$ cat src/ecsp_cfg.svh
// Offsets, field positions and reset values of the status/path slice
`ifndef ECSP_CFG_SVH
`define ECSP_CFG_SVH

// ----------------------------------------------------------------
// Register offsets within the slice (canceller B = A + stride)
// ----------------------------------------------------------------
`define ECSP_OFF_A_STATUS  8'h02
`define ECSP_OFF_B_STATUS  8'h22
`define ECSP_OFF_A_PATH    8'h08
`define ECSP_OFF_B_PATH    8'h28
`define ECSP_OFF_A_TONE    8'h01
`define ECSP_OFF_B_TONE    8'h21
`define ECSP_BANK_STRIDE   8'h20

// ----------------------------------------------------------------
// Field positions
// ----------------------------------------------------------------
`define ECSP_ST_TONE       6
`define ECSP_ST_DTALK      5
`define ECSP_ST_GATED      1
`define ECSP_ST_NBAND      0
`define ECSP_PC_INSTAB     3
`define ECSP_PC_CLR        2
`define ECSP_PC_DET        1
`define ECSP_TC_PHREV      6
`define ECSP_TC_AUTO       4

// ----------------------------------------------------------------
// Reset values and writable masks
// ----------------------------------------------------------------
`define ECSP_STATUS_RST    8'h00
`define ECSP_PATH_RST      8'h0A
`define ECSP_TONE_RST      8'h00
`define ECSP_PATH_WMASK    8'h0E
`define ECSP_TONE_WMASK    8'h50

`endif

$ cat src/ecsp_pkg.sv
// Types shared by the status/path slice
`default_nettype none
package ecsp_pkg;
    typedef logic [7:0] ecsp_byte_t;

    typedef enum logic [1:0] {
        ECSP_REG_NONE   = 2'b00,
        ECSP_REG_STATUS = 2'b01,
        ECSP_REG_PATH   = 2'b10,
        ECSP_REG_TONE   = 2'b11
    } ecsp_reg_e;
endpackage : ecsp_pkg
`default_nettype wire

$ cat src/ecsp_chan_if.sv
// Signals between the register slice and one canceller's flag logic
`timescale 1ns/1ns
`default_nettype none
interface ecsp_chan_if (
    input wire logic clk,
    input wire logic rst_n
);
    logic       tone_raw;
    logic       phase_rev;
    logic       double_talk;
    logic       narrowband;
    logic       path_change;
    logic       auto_tone_bypass_en;
    logic       phase_reversal_ignore;
    logic       path_change_detect_en;
    logic       estimate_clear_on_change;
    logic [7:0] status;
    logic       bypass;
    logic       est_clear;
    logic       fast_conv;

    modport regs (
        output tone_raw, phase_rev, double_talk, narrowband, path_change,
        output auto_tone_bypass_en, phase_reversal_ignore,
        output path_change_detect_en, estimate_clear_on_change,
        input  status, bypass, est_clear, fast_conv
    );
    modport chan (
        input  clk, rst_n,
        input  tone_raw, phase_rev, double_talk, narrowband, path_change,
        input  auto_tone_bypass_en, phase_reversal_ignore,
        input  path_change_detect_en, estimate_clear_on_change,
        output status, bypass, est_clear, fast_conv
    );
endinterface : ecsp_chan_if
`default_nettype wire

$ cat src/ecsp_canceller.sv
// Live flag and path-change action logic of one canceller
`timescale 1ns/1ns
`default_nettype none
`include "ecsp_cfg.svh"
module ecsp_canceller
    import ecsp_pkg::*;
(
    ecsp_chan_if.chan chan
);
    // ------------------------------------------------------------
    // Detector qualification
    // ------------------------------------------------------------
    wire logic tone_seen;
    wire logic gated_tone;
    wire logic change_evt;
    assign tone_seen  = chan.tone_raw &
                        (chan.phase_reversal_ignore | chan.phase_rev);
    assign gated_tone = tone_seen & chan.auto_tone_bypass_en;
    assign change_evt = chan.path_change & chan.path_change_detect_en;

    ecsp_byte_t status_nxt;
    always_comb begin
        status_nxt                  = `ECSP_STATUS_RST;
        status_nxt[`ECSP_ST_TONE]   = tone_seen;
        status_nxt[`ECSP_ST_DTALK]  = chan.double_talk;
        status_nxt[`ECSP_ST_GATED]  = gated_tone;
        status_nxt[`ECSP_ST_NBAND]  = chan.narrowband;
    end

    // ------------------------------------------------------------
    // Flops: flags follow the detectors every cycle
    // ------------------------------------------------------------
    always_ff @(posedge chan.clk) begin
        if (!chan.rst_n) begin
            chan.status    <= `ECSP_STATUS_RST;
            chan.bypass    <= 1'b0;
            chan.est_clear <= 1'b0;
            chan.fast_conv <= 1'b0;
        end else begin
            chan.status    <= status_nxt;
            chan.bypass    <= gated_tone;
            chan.est_clear <= change_evt &
                              chan.estimate_clear_on_change;
            chan.fast_conv <= change_evt;
        end
    end

    // ------------------------------------------------------------
    // Checks
    // ------------------------------------------------------------
    AST_GATED_TONE: assert property (
        @(posedge chan.clk) disable iff (!chan.rst_n)
        chan.status[`ECSP_ST_GATED] |->
            $past(chan.auto_tone_bypass_en) && $past(tone_seen))
        else $error("gated tone flag without enable and tone");
    AST_CLEAR_NEEDS_DET: assert property (
        @(posedge chan.clk) disable iff (!chan.rst_n)
        chan.est_clear |-> $past(chan.path_change_detect_en) &&
                           $past(chan.estimate_clear_on_change))
        else $error("estimate cleared while detection disabled");
    AST_FAST_CONV: assert property (
        @(posedge chan.clk) disable iff (!chan.rst_n)
        (chan.path_change && chan.path_change_detect_en) |=>
            chan.fast_conv)
        else $error("path change did not start fast convergence");
    AST_BYPASS_TONE: assert property (
        @(posedge chan.clk) disable iff (!chan.rst_n)
        (!chan.auto_tone_bypass_en) |=> !chan.bypass)
        else $error("bypass taken with auto bypass disabled");
endmodule : ecsp_canceller
`default_nettype wire

$ cat src/ecsp_top.sv
// Status and path-control register slice for one canceller pair
//
// What this block does
// - Status registers at 0x02 and 0x22, reset zero
// - Path control at 0x08 and 0x28, read/write
// - Status bit 6 follows qualified tone detector
// - Status bit 5 follows double-talk detector
// - Status bit 1 is tone AND auto bypass
// - Status bit 0 follows narrow-band detector
// - Control bit 1 enables path-change detector
// - Bit 2 high: clear estimate, fast converge
// - Bit 2 low: keep estimate, fast converge
// - Clear setting ignored when detection disabled
// - Auto bypass enable bypasses on tone
// - Phase-reversal ignore widens tone trigger
//
// Design decision made here: the address-and-strobe port.
`timescale 1ns/1ns
`default_nettype none
`include "ecsp_cfg.svh"
module ecsp_top
    import ecsp_pkg::*;
#(
    parameter int ADDR_W = 6
) (
    input  wire logic              clk,
    input  wire logic              rst_n,
    // Register port
    input  wire logic [ADDR_W-1:0] addr,
    input  wire logic [7:0]        wdata,
    input  wire logic              wr_stb,
    input  wire logic              rd_stb,
    output var  logic [7:0]        rdata,
    // Detector outputs, index 0 = canceller A, 1 = canceller B
    input  wire logic [1:0]        tone_2100,
    input  wire logic [1:0]        phase_rev_seen,
    input  wire logic [1:0]        double_talk_raw,
    input  wire logic [1:0]        narrowband_raw,
    input  wire logic [1:0]        path_change_raw,
    // Actions toward the cancellers
    output logic [1:0]             bypass,
    output logic [1:0]             estimate_clear,
    output logic [1:0]             fast_converge,
    output logic [1:0]             path_detect_active,
    output logic [1:0]             instability_detector_ctl
);
    // ------------------------------------------------------------
    // Parameter check
    // ------------------------------------------------------------
    if (ADDR_W < 6) begin : g_bad_addr_w
        $error("ADDR_W must cover offsets up to 0x2F");
    end

    localparam int NCH = 2;

    // ------------------------------------------------------------
    // Address decode
    // ------------------------------------------------------------
    function automatic ecsp_reg_e reg_sel(input logic [ADDR_W-1:0] a);
        logic [7:0] off;
        off = 8'(a & ADDR_W'(8'h1F));
        if ((a >> 6) != '0)
            reg_sel = ECSP_REG_NONE;
        else if (off == `ECSP_OFF_A_STATUS)
            reg_sel = ECSP_REG_STATUS;
        else if (off == `ECSP_OFF_A_PATH)
            reg_sel = ECSP_REG_PATH;
        else if (off == `ECSP_OFF_A_TONE)
            reg_sel = ECSP_REG_TONE;
        else
            reg_sel = ECSP_REG_NONE;
    endfunction : reg_sel

    function automatic logic bank_of(input logic [ADDR_W-1:0] a);
        bank_of = a[5];
    endfunction : bank_of

    wire ecsp_reg_e sel;
    wire logic      bank;
    assign sel  = reg_sel(addr);
    assign bank = bank_of(addr);

    // ------------------------------------------------------------
    // Control registers
    // ------------------------------------------------------------
    ecsp_byte_t path_ctl_r  [NCH];
    ecsp_byte_t path_ctl_nxt[NCH];
    ecsp_byte_t tone_cfg_r  [NCH];
    ecsp_byte_t tone_cfg_nxt[NCH];
    ecsp_byte_t status_v    [NCH];

    wire logic wr_path [NCH];
    wire logic wr_tone [NCH];

    ecsp_chan_if chan_if [NCH] (.clk(clk), .rst_n(rst_n));

    for (genvar g = 0; g < NCH; g++) begin : g_ch
        assign wr_path[g] = wr_stb && (sel == ECSP_REG_PATH) &&
                            (bank == 1'(g));
        assign wr_tone[g] = wr_stb && (sel == ECSP_REG_TONE) &&
                            (bank == 1'(g));
        // Reserved control bits are not stored and read as zero
        assign path_ctl_nxt[g] = wr_path[g] ?
                                 (wdata & `ECSP_PATH_WMASK) :
                                 path_ctl_r[g];
        assign tone_cfg_nxt[g] = wr_tone[g] ?
                                 (wdata & `ECSP_TONE_WMASK) :
                                 tone_cfg_r[g];

        always_ff @(posedge clk) begin
            if (!rst_n) begin
                path_ctl_r[g] <= `ECSP_PATH_RST;
                tone_cfg_r[g] <= `ECSP_TONE_RST;
            end else begin
                path_ctl_r[g] <= path_ctl_nxt[g];
                tone_cfg_r[g] <= tone_cfg_nxt[g];
            end
        end

        // --------------------------------------------------------
        // Canceller flag logic
        // --------------------------------------------------------
        assign chan_if[g].tone_raw    = tone_2100[g];
        assign chan_if[g].phase_rev   = phase_rev_seen[g];
        assign chan_if[g].double_talk = double_talk_raw[g];
        assign chan_if[g].narrowband  = narrowband_raw[g];
        assign chan_if[g].path_change = path_change_raw[g];
        assign chan_if[g].auto_tone_bypass_en =
            tone_cfg_r[g][`ECSP_TC_AUTO];
        assign chan_if[g].phase_reversal_ignore =
            tone_cfg_r[g][`ECSP_TC_PHREV];
        assign chan_if[g].path_change_detect_en =
            path_ctl_r[g][`ECSP_PC_DET];
        assign chan_if[g].estimate_clear_on_change =
            path_ctl_r[g][`ECSP_PC_CLR];

        ecsp_canceller u_canceller (
            .chan (chan_if[g])
        );

        assign status_v[g]       = chan_if[g].status;
        assign bypass[g]         = chan_if[g].bypass;
        assign estimate_clear[g] = chan_if[g].est_clear;
        assign fast_converge[g]  = chan_if[g].fast_conv;
        assign path_detect_active[g] =
            path_ctl_r[g][`ECSP_PC_DET];
        assign instability_detector_ctl[g] =
            path_ctl_r[g][`ECSP_PC_INSTAB];
    end

    // ------------------------------------------------------------
    // Read path: data stand one cycle after the read strobe
    // ------------------------------------------------------------
    ecsp_byte_t rd_mux;
    always_comb begin
        unique case (sel)
            ECSP_REG_STATUS: rd_mux = status_v[bank];
            ECSP_REG_PATH:   rd_mux = path_ctl_r[bank];
            ECSP_REG_TONE:   rd_mux = tone_cfg_r[bank];
            ECSP_REG_NONE:   rd_mux = 8'h00;
        endcase
    end

    always_ff @(posedge clk) begin
        if (!rst_n)
            rdata <= 8'h00;
        else
            rdata <= rd_stb ? rd_mux : 8'h00;
    end

    // ------------------------------------------------------------
    // Checks
    // ------------------------------------------------------------
    AST_STATUS_A_READ: assert property (
        @(posedge clk) disable iff (!rst_n)
        (rd_stb && addr == ADDR_W'(`ECSP_OFF_A_STATUS)) |=>
            rdata == $past(chan_if[0].status))
        else $error("status A read returned wrong value");

    AST_STATUS_B_READ: assert property (
        @(posedge clk) disable iff (!rst_n)
        (rd_stb && addr == ADDR_W'(`ECSP_OFF_B_STATUS)) |=>
            rdata == $past(chan_if[1].status))
        else $error("status B read returned wrong value");

    AST_STATUS_RESET: assert property (
        @(posedge clk)
        $past(!rst_n) |-> chan_if[0].status == `ECSP_STATUS_RST &&
                          chan_if[1].status == `ECSP_STATUS_RST)
        else $error("status not zero after reset");

    AST_PATH_RESET: assert property (
        @(posedge clk)
        $past(!rst_n) |-> path_ctl_r[0] == `ECSP_PATH_RST &&
                          path_ctl_r[1] == `ECSP_PATH_RST)
        else $error("path control not at reset value");

    AST_PATH_B_WRITE: assert property (
        @(posedge clk) disable iff (!rst_n)
        (wr_stb && addr == ADDR_W'(`ECSP_OFF_B_PATH)) ##1
            (rd_stb && addr == ADDR_W'(`ECSP_OFF_B_PATH)) |=>
            rdata == ($past(wdata, 2) & `ECSP_PATH_WMASK))
        else $error("path control B write not read back");

    AST_PATH_A_WRITE: assert property (
        @(posedge clk) disable iff (!rst_n)
        (wr_stb && addr == ADDR_W'(`ECSP_OFF_A_PATH)) |=>
            path_detect_active[0] == $past(wdata[`ECSP_PC_DET]))
        else $error("path detect enable A not taken from write");

    AST_TONE_FLAG: assert property (
        @(posedge clk) disable iff (!rst_n)
        (tone_2100[0] && phase_rev_seen[0]) |=>
            chan_if[0].status[`ECSP_ST_TONE])
        else $error("tone flag missing while tone present");

    AST_PHREV_QUAL: assert property (
        @(posedge clk) disable iff (!rst_n)
        (tone_2100[1] && !phase_rev_seen[1] &&
         !tone_cfg_r[1][`ECSP_TC_PHREV]) |=>
            !chan_if[1].status[`ECSP_ST_TONE])
        else $error("tone flag without phase reversal");

    AST_DTALK_FLAG: assert property (
        @(posedge clk) disable iff (!rst_n)
        1'b1 |=> chan_if[1].status[`ECSP_ST_DTALK] ==
                 $past(double_talk_raw[1]))
        else $error("double-talk flag does not follow detector");

    AST_NBAND_FLAG: assert property (
        @(posedge clk) disable iff (!rst_n)
        narrowband_raw[0] ##1 !narrowband_raw[0] |->
            chan_if[0].status[`ECSP_ST_NBAND] ##1
            !chan_if[0].status[`ECSP_ST_NBAND])
        else $error("narrow-band flag not following detector");

    AST_RSVD_ZERO: assert property (
        @(posedge clk) disable iff (!rst_n)
        $past(rd_stb) && $past(sel) == ECSP_REG_STATUS |->
            rdata[7] == 1'b0 && rdata[4:2] == 3'h0)
        else $error("reserved status bit read nonzero");

    AST_STATUS_NO_WRITE: assert property (
        @(posedge clk) disable iff (!rst_n)
        (wr_stb && sel == ECSP_REG_STATUS) |=>
            $stable(path_ctl_r[0]) && $stable(path_ctl_r[1]))
        else $error("status write disturbed control state");

    AST_CLEAR_DISABLED: assert property (
        @(posedge clk) disable iff (!rst_n)
        !path_detect_active[1] [*2] |-> !estimate_clear[1])
        else $error("estimate cleared with detection off");

    AST_CLEAR_ON_CHANGE: assert property (
        @(posedge clk) disable iff (!rst_n)
        (path_change_raw[0] && path_ctl_r[0][`ECSP_PC_DET] &&
         path_ctl_r[0][`ECSP_PC_CLR]) |=>
            estimate_clear[0] && fast_converge[0])
        else $error("path change did not clear estimate");

    AST_KEEP_ON_CHANGE: assert property (
        @(posedge clk) disable iff (!rst_n)
        (path_change_raw[1] && path_ctl_r[1][`ECSP_PC_DET] &&
         !path_ctl_r[1][`ECSP_PC_CLR]) |=>
            !estimate_clear[1] && fast_converge[1])
        else $error("estimate not kept on path change");

    AST_NO_DET_NO_ACT: assert property (
        @(posedge clk) disable iff (!rst_n)
        (path_change_raw[0] && !path_ctl_r[0][`ECSP_PC_DET]) |=>
            !fast_converge[0])
        else $error("disabled detector reacted to path change");

    AST_BYPASS_ON_TONE: assert property (
        @(posedge clk) disable iff (!rst_n)
        (tone_2100[0] && tone_cfg_r[0][`ECSP_TC_AUTO] &&
         tone_cfg_r[0][`ECSP_TC_PHREV]) |=>
            bypass[0] && chan_if[0].status[`ECSP_ST_GATED])
        else $error("auto bypass not taken on tone");

    AST_LIVE_FLAGS: assert property (
        @(posedge clk) disable iff (!rst_n)
        double_talk_raw[0] ##1 !double_talk_raw[0] |=>
            !chan_if[0].status[`ECSP_ST_DTALK])
        else $error("status flag latched instead of live");

    AST_RDATA_IDLE: assert property (
        @(posedge clk) disable iff (!rst_n)
        !rd_stb |=> rdata == 8'h00)
        else $error("read data outside the read answer cycle");

    AST_PATH_A_READ: assert property (
        @(posedge clk) disable iff (!rst_n)
        (rd_stb && sel == ECSP_REG_PATH && !bank) |=> rdata == path_ctl_r[0])
        else $error("path control A read returned wrong value");

    AST_PATH_B_READ: assert property (
        @(posedge clk) disable iff (!rst_n)
        (rd_stb && sel == ECSP_REG_PATH && bank) |=> rdata == path_ctl_r[1])
        else $error("path control B read returned wrong value");

    AST_UNMAPPED_READ: assert property (
        @(posedge clk) disable iff (!rst_n)
        (rd_stb && sel == ECSP_REG_NONE) |=> rdata == 8'h00)
        else $error("unmapped read returned nonzero");

    AST_NO_TONE_A: assert property (
        @(posedge clk) disable iff (!rst_n)
        !tone_2100[0] |=> !status_v[0][`ECSP_ST_TONE])
        else $error("tone flag set without tone");

    AST_TONE_B_FLAG: assert property (
        @(posedge clk) disable iff (!rst_n)
        (tone_2100[1] && tone_cfg_r[1][`ECSP_TC_PHREV]) |=>
            status_v[1][`ECSP_ST_TONE])
        else $error("tone flag missing with reversal ignored");

    AST_DTALK_A: assert property (
        @(posedge clk) disable iff (!rst_n)
        1'b1 |=> status_v[0][`ECSP_ST_DTALK] == $past(double_talk_raw[0]))
        else $error("double-talk flag A does not follow detector");

    AST_NBAND_B: assert property (
        @(posedge clk) disable iff (!rst_n)
        1'b1 |=> status_v[1][`ECSP_ST_NBAND] == $past(narrowband_raw[1]))
        else $error("narrow-band flag B does not follow detector");

    AST_GATED_NEEDS_AUTO: assert property (
        @(posedge clk) disable iff (!rst_n)
        !tone_cfg_r[1][`ECSP_TC_AUTO] |=> !status_v[1][`ECSP_ST_GATED])
        else $error("gated tone flag with auto bypass off");

    AST_INSTAB_B_WRITE: assert property (
        @(posedge clk) disable iff (!rst_n)
        (wr_stb && addr == ADDR_W'(`ECSP_OFF_B_PATH)) |=>
            instability_detector_ctl[1] == $past(wdata[`ECSP_PC_INSTAB]))
        else $error("instability control B not taken from write");

    AST_BYPASS_OFF: assert property (
        @(posedge clk) disable iff (!rst_n)
        !tone_2100[1] |=> !bypass[1])
        else $error("bypass taken without tone");
endmodule : ecsp_top
`default_nettype wire

$ cat config.mk
export PLATFORM = sky130hd
export DESIGN_NAME = ecsp_top
export DESIGN_NICKNAME = d
export VERILOG_FILES = /design/src/ecsp_pkg.sv /design/src/ecsp_chan_if.sv /design/src/ecsp_canceller.sv /design/src/ecsp_top.sv
export VERILOG_INCLUDE_DIRS = /design/src
export SDC_FILE = /design/constraint.sdc
export NUM_CORES = 1
export LEC_CHECK = 0
export ABC_AREA = 1
export BUFFER_PORTS_ARGS = -buffer_cell sky130_fd_sc_hd__clkbuf_2
export CAP_MARGIN = 20
export CORE_MARGIN = 1
export CORE_UTILIZATION = 50
export DETAILED_ROUTE_END_ITERATION = 12
export PLACE_DENSITY = 0.89
export SETUP_SLACK_MARGIN = 0.15
export SLEW_MARGIN = 40
export SYNTH_ARGS = -nofsm -noshare
export SYNTH_HDL_FRONTEND = slang
export SYNTH_HIERARCHICAL = 1
export SYNTH_SLANG_ARGS = --single-unit
$ cat constraint.sdc
create_clock -name clk -period 1.31 [get_ports clk]
set_input_delay 0.3275 -clock clk [delete_from_list [all_inputs] [get_ports clk]]
set_output_delay 0.3275 -clock clk [all_outputs]
set_load 0.05 [all_outputs]
# == Word-level counts from Yosys, hierarchy flattened ==
# Memory sizes are Yosys's and may differ from the RTL's.
# Cells that the tools add are included.
# classes
order_cmp,1
bitwise,16
n_eq_ne,6
shifts,0
multipliers,0
mux,17
reduce_logical,8
n_addsub,0
div,0
# op_table
op,n
8-bit two-way mux,11
8-bit one-hot mux with 4 select lines,1
1-bit AND,8
1-bit logical AND,6
2-bit two-way mux,3
1-bit OR,6
5-bit by 1-bit equality test with 1-bit output (second input constant),1
5-bit by 2-bit equality test with 1-bit output (second input constant),1
5-bit by 4-bit equality test with 1-bit output (second input constant),1
2-bit equality test (second input constant),2
2-bit by 1-bit equality test with 1-bit output (second input constant),1
2-bit greater-or-equal comparator (second input constant),1
2-bit zero test,1
1-bit two-way mux,2
1-bit inverter with 2-bit output,1
2-bit AND reduction,1
1-bit inverter,1
# totals
reg_bits,30
output_inout_bits,18
word_cells,61
ramBits,32
n_memories,2
mem_bits_ro,0
inputBits,28
latch_bits,0
# memory_table
name,depth,width,read_ports,rd_ports_with_merged_regs,write_ports,line_no,text
path_ctl_r,2,8,3,0,2,ecsp_top.sv:86,ecsp_byte_t path_ctl_r [NCH];
tone_cfg_r,2,8,3,0,2,ecsp_top.sv:88,ecsp_byte_t tone_cfg_r [NCH];

# == Logic depth before layout (Yosys ltp) ==
# Gate-level depths: netlist (run 1).
# depth
word_depth,9
depth_mapped,7
mapped_depth_nobuf,6

# == Cells and area by module ==
# Netlist (run 1), hierarchy kept.
# modules_own_cells
module,cells_each,seq_area_each_um2,instances,area_per_inst_um2
ecsp_top,151,360.3,1,1012.2
ecsp_canceller,26,120.1,2,224.0

# == Worst setup path after synthesis (run 1) ==
# OpenSTA, ideal clock, no wires.
# synth_timing
kind,input to register
start,input addr[4]
end,memory path_ctl_r[1][3] in the netlist's numbering
arrival_ns,0.890
stages,7
required_ns,1.180
slack_ns,0.290
cell_sequence,nor2_4 > nand2_2 > nor2_4 > buf_6 > nand3_2 > nand2_1 > nand3_1
# synth_rtl
item,line_no,text
start: declaration,ecsp_top.sv:29,"input wire logic [ADDR_W-1:0] addr,"
end: declaration,ecsp_top.sv:86,

==> results.yml, run 1 <==
power_and_ir_drop:
  cellLeakagePower_nw: 0.954
  total_power_mw: 1.72
  power.density_mw_per_mm2: 889
  peakVddDrop_mv: 0.772
cts:
  root_buffer: "clkbuf_4"
  tritoncts: "built"
  clk_pin_slew_ns: 0.10
  clock_latency_ns: 0.34
  numCtsBuffers: 5
  cts.sinks: 30
  cts_max_path_buffers: 2
  htreeDepth: 2
floorplan:
  num_rows: 19
  io-pin-count: 46
  die_w_um: 56.0
  initial_utilization: 0.529
  fp.coreArea_sq_mm: 0.00276
  die_h_um: 56.0
  fp.dieArea_sq_mm: 0.00314
detailed_routing:
  wire_per_inst_um: 11.2
  drt_first_iter_violations: 25
  drt_first_pass_iters: 5
  viasPerCell: 4.89
  drc_errors: 0
  ant_nets: 0
  drt-total-wl_um: 3090
  vias: 1350
critical_path:
  cp_slowest_cell: "dfxtp_2"
  required_ns: 0.98
  worstSetupPathType: "flop to output pin"
  arrival_ns: 0.86
  startpoint_type: "flop"
  cp_max_fo: 2
  slowest_delay_ns: 0.37
  end_kind: "output pin"
  crit_buf_inv: 1
  path_cells: "buf_8"
  worstSetupPathDepth: 1
  reg2regPathDepth: 5
  cp_top_family: "flip-flops"
cells_and_area:
  drive_gt1_frac: 0.376
  final_cell_mix: "61 x nand2_1, 26 x nor2_1, 24 x clkbuf_2, 17 x dfxtp_2, 16 x inv_1"
  fin_util: 0.700
  fill_cells: 210
  final_common_cell: "nand2_1"
  area_delta_synth_final_pct: 32.1
  num-nets-final: 272
  antenna_cells: 0
sta:
  hold_slack_ns: 0.168
  drv_slew: 0
  period_share: 0.904
  rsz0062_at_grt: "yes"
  setup_viol: 0
  max_freq_mhz: 845
  hold_viol_final: 0
  fin_crit_ns: 1.18
  tns_ns: 0
  finClkSkew_ns: 0.0117
logic_synthesis:
  synthSimpleGateAreaFrac: 0.379
  avgSynthCellArea_sq_um: 7.19
  syn_area_sq_mm: 0.00146
  synth-xor-area-share: 0
  synth_top_family_by_area: "simple AND/OR/NAND/NOR gates"
  yosysSeqAreaShare: 0.411
  synth_mux_area_frac: 0
  synth.distinct_cells: 19
  syn_inst: 203
  synthAdderAreaFrac: 0
  ys_ff_latch: 30
  synth-compound-area-share: 0.0377
  yosysWarningCount: 6
global_route:
  use_met2: 0.391
  grt_first_pass_wirelength_um: 5370
  grt_max_degree: 22
  grt_pass1_vias: 1303
  met1_usage: 0.231
  antenna_found_initial: 0
  grt-ovfl-total: 0
  top_usage_layer: "met2"
  grt_util_all_layers: 0.217
  grtUsageMet3: 0.0674
min_path:
  hold_class: "input port to flop"
  whs_path_depth: 3
place:
  numPortBuffers: 42
  place_congestion: 0.838
  hpwlAfterDp_um: 2120
flow_run:
  cap_violations: 0
run_status:
  status: "finished clean"
registers in the layout, summed over array words and instances (netlist names):
name and flops:
g_ch.u_canceller/chan.status 8, rdata 8, path_ctl_r 6, tone_cfg_r 4, g_ch.u_canceller/chan.est_clear 2, g_ch.u_canceller/chan.fast_conv 2
logic make-up (layout without fill, tap and decap cells):
logic type             after synthesis  in the layout
AND/OR/NAND/NOR                    119            119
buffers and inverters               42             78
flip-flops                          30             30
AO/OA/AOI/OAI                       10             10
other                                2              8
report_power, final:
| group | leakage, nW | total, mW | switching, mW | internal (mW) |
|---|---|---|---|---|
| Clock | 0.0353 | 0.579 | 0.319 | 0.260 |
| Sequential | 0.249 | 0.933 | 0.00681 | 0.926 |
| Combinational | 0.669 | 0.204 | 0.126 | 0.0780 |
| Total | 0.954 | 1.72 | 0.452 | 1.26 |
worst paths after layout:
| check | start | end | slack, ns |
|---|---|---|---|
| max | path_ctl_r[0][3] | instability_detector_ctl[0] | 0.13 |
| min | narrowband_raw[0] | g_ch[0].u_canceller/chan.status[0] | 0.17 |
| max reg2reg | path_ctl_r[1][1] | rdata[1] | 0.42 |
| min reg2reg | g_ch[0].u_canceller/chan.status[0] | rdata[0] | 0.44 |
per-stage QoR:
step / setup slack [ns] / std cells / area [sq um]
after floorplan: 0.290 / 209 / 1480
after global placement: 0.0967 / 263 / 1600
after detailed placement: 0.0385 / 263 / 1600
after CTS: 0.106 / 275 / 1900
after global routing: 0.0917 / 276 / 1930
final: 0.126 / 276 / 1930
final cells by class:
type | count | area (sq um) | share of cell area
clock inverters | 1 | 5.00 | 0.00259
repair buffers | 53 | 503 | 0.261
flip-flops and latches | 30 | 626 | 0.324
clock buffers | 7 | 55.1 | 0.0285
inverters | 17 | 63.8 | 0.0331
multi-input cells | 137 | 638 | 0.331
well taps | 31 | 38.8 | 0.0201
what timing repair did:
action,in CTS,in global routing
gates resized for setup,55,18
buffers inserted,4,1
pin swaps,0,0
endpoints found under the hold margin,0,0
endpoints found under the setup margin,18,18
hold buffers,0,0
cell usage after synthesis, drive strengths merged:
| library cell | instances | area [sq um] |
|---|---|---|
| nand3 | 9 | 55.1 |
| nand2 | 65 | 254 |
| buf | 24 | 176 |
| a21oi | 8 | 40.0 |
| nor2 | 31 | 149 |
| conb | 2 | 7.51 |
| clkbuf | 1 | 3.75 |
| nor3 | 2 | 20.0 |
| a21o | 2 | 15.0 |
| dfxtp | 30 | 601 |
| nand4 | 12 | 75.1 |
| inv | 17 | 63.8 |
routing by layer:
layer	up-vias	wire length, um
li1	689	-
met1	611	1250
met2	43	1610
met3	7	174
met4	0	59
met5	-	0
No activity file was read; power rests on OpenSTA's default activity.
==> run 2: changes to the inputs <==
--- a/config.mk
+++ b/config.mk
@@ -9,7 +9,7 @@
 export ABC_AREA = 1
 export BUFFER_PORTS_ARGS = -buffer_cell sky130_fd_sc_hd__clkbuf_2
 export CAP_MARGIN = 20
-export CORE_MARGIN = 1
+export CORE_MARGIN = 2
 export CORE_UTILIZATION = 50
 export DETAILED_ROUTE_END_ITERATION = 12
 export PLACE_DENSITY = 0.89
==> results.yml, run 2 (synthesis results as in run 1) <==
run_status:
  status: "finished clean"
critical_path:
  startpoint_type: "flop"
  startpoint: "path_ctl_r[1][1]"
  cp_max_fo: 2
  reg2reg_to: "rdata[1]"
  r2r-start: "path_ctl_r[1][1]"
  rrSetupSlack_ns: 0.41
  cp_top_family: "flip-flops"
  crit_path_end: "path_detect_active[1]"
  required_ns: 0.98
  cp_slowest_cell: "dfxtp_4"
  crit_buf_inv: 1
  worstSetupPathDepth: 1
  reg2regPathDepth: 5
  worstSetupPathType: "flop to output pin"
  arrival_ns: 0.86
  end_kind: "output pin"
  slowest_delay_ns: 0.36
  path_cells: "clkbuf_16"
cts:
  clock_latency_ns: 0.33
  root_buffer: "clkbuf_4"
  tritoncts: "built"
  cts_max_path_buffers: 2
  htreeDepth: 2
  cts.sinks: 30
  holdBufCountCts: 0
  numCtsBuffers: 5
  clk_pin_slew_ns: 0.09
min_path:
  min_from: "narrowband_raw[0]"
  hold_class: "input port to flop"
cells_and_area:
  num-nets-final: 270
  fin_util: 0.697
  drive_gt1_frac: 0.364
  area_delta_synth_final_pct: 31.6
  final_common_cell: "nand2_1"
  antenna_cells: 0
  top_regs: "g_ch.u_canceller/chan.status x8, rdata x8, path_ctl_r x6"
  final_cells: 273
  final_cell_mix: "61 x nand2_1, 26 x nor2_1, 24 x clkbuf_2, 16 x inv_1, 16 x dfxtp_2"
detailed_routing:
  drc_errors: 0
  drt_first_iter_violations: 36
  vias: 1305
  viasPerCell: 4.78
  drt_first_pass_iters: 4
  ant_nets: 0
  wire_per_inst_um: 11.3
  drt-total-wl_um: 3080
sta:
  rsz0062_at_grt: "yes"
  fin_crit_ns: 1.18
  hold_slack_ns: 0.177
  hold_viol_final: 0
  tns_ns: 0
  period_share: 0.903
  finClkSkew_ns: 0.00725
  setup_viol: 0
  max_freq_mhz: 845
  drv_slew: 0
power_and_ir_drop:
  total_power_mw: 1.63
  cellLeakagePower_nw: 0.946
  power.density_mw_per_mm2: 850
  peakVddDrop_mv: 0.916
place:
  hpwlAfterDp_um: 2050
  place_congestion: 0.835
  numPortBuffers: 42
  dp.cells: 262
floorplan:
  die_h_um: 58.0
  die_w_um: 58.0
  num_rows: 19
  fp.dieArea_sq_mm: 0.00337
  fp.coreArea_sq_mm: 0.00276
  io-pin-count: 46
  initial_utilization: 0.529
global_route:
  grt_max_degree: 20
  grt-ovfl-total: 0
  grt_first_pass_wirelength_um: 5300
  grt_util_all_layers: 0.210
  antenna_found_initial: 0
  grt_pass1_vias: 1208
flow_run:
  cap_violations: 0
## run 2: cell types whose count changed in the layout (fill, tap and decap cells not counted)
cell       previous run  this run
buf_8                15        13
dfxtp_2              17        16
clkbuf_16             3         5
clkbuf_1              1         2
dfxtp_4               1         2
buf_4                11         9
clkinv_2              1         0
clkbuf_8              1         0
## run 2: layer usage
metal | vias up | global-route usage | part of all wire
li1 | 687 | - | -
met1 | 569 | 0.241 | 0.42
met2 | 44 | 0.349 | 0.50
met3 | 5 | 0.0759 | 0.072
met4 | 0 | 0.0930 | 0.012
met5 | - | 0 | 0
## run 2: worst min-delay path by stage
stage,to,depth (start not counted)
global placement,rdata[0],2
CTS,g_ch[0].u_canceller/chan.status[0],3
global route,g_ch[0].u_canceller/chan.status[0],3
floorplan,g_ch[0].u_canceller/chan.status[0],2
detailed placement,rdata[5],2
finish,g_ch[0].u_canceller/chan.status[0],3
## run 2: through the flow
step	instance area, sq um	setup WS [ns]
after floorplan	1480	0.290
after global placement	1590	0.103
after detailed placement	1590	0.0449
after CTS	1900	0.121
after global routing	1920	0.0910
final	1920	0.127
## run 2: cell type report
type / count / area [sq um]
clock buffers: 7 / 45.0
fillers: 213 / 836
inverters: 17 / 63.8
multi-input cells: 137 / 638
flip-flops and latches: 30 / 628
well taps: 31 / 38.8
repair buffers: 51 / 508
## run 2: timing repair
action / CTS / global route
buffers inserted: 4 / 0
resized for setup: 55 / 19
endpoints found under the hold margin: 0 / 0
endpoints found under the setup margin: 18 / 18
pin swaps: 0 / 0
## run 2: where the power goes
| group | leakage (nW) | internal [mW] | switching (mW) | total (mW) |
|---|---|---|---|---|
| Clock | 0.0254 | 0.202 | 0.294 | 0.496 |
| Combinational | 0.671 | 0.0788 | 0.127 | 0.206 |
| Sequential | 0.249 | 0.924 | 0.00727 | 0.931 |
| Total | 0.946 | 1.20 | 0.429 | 1.63 |
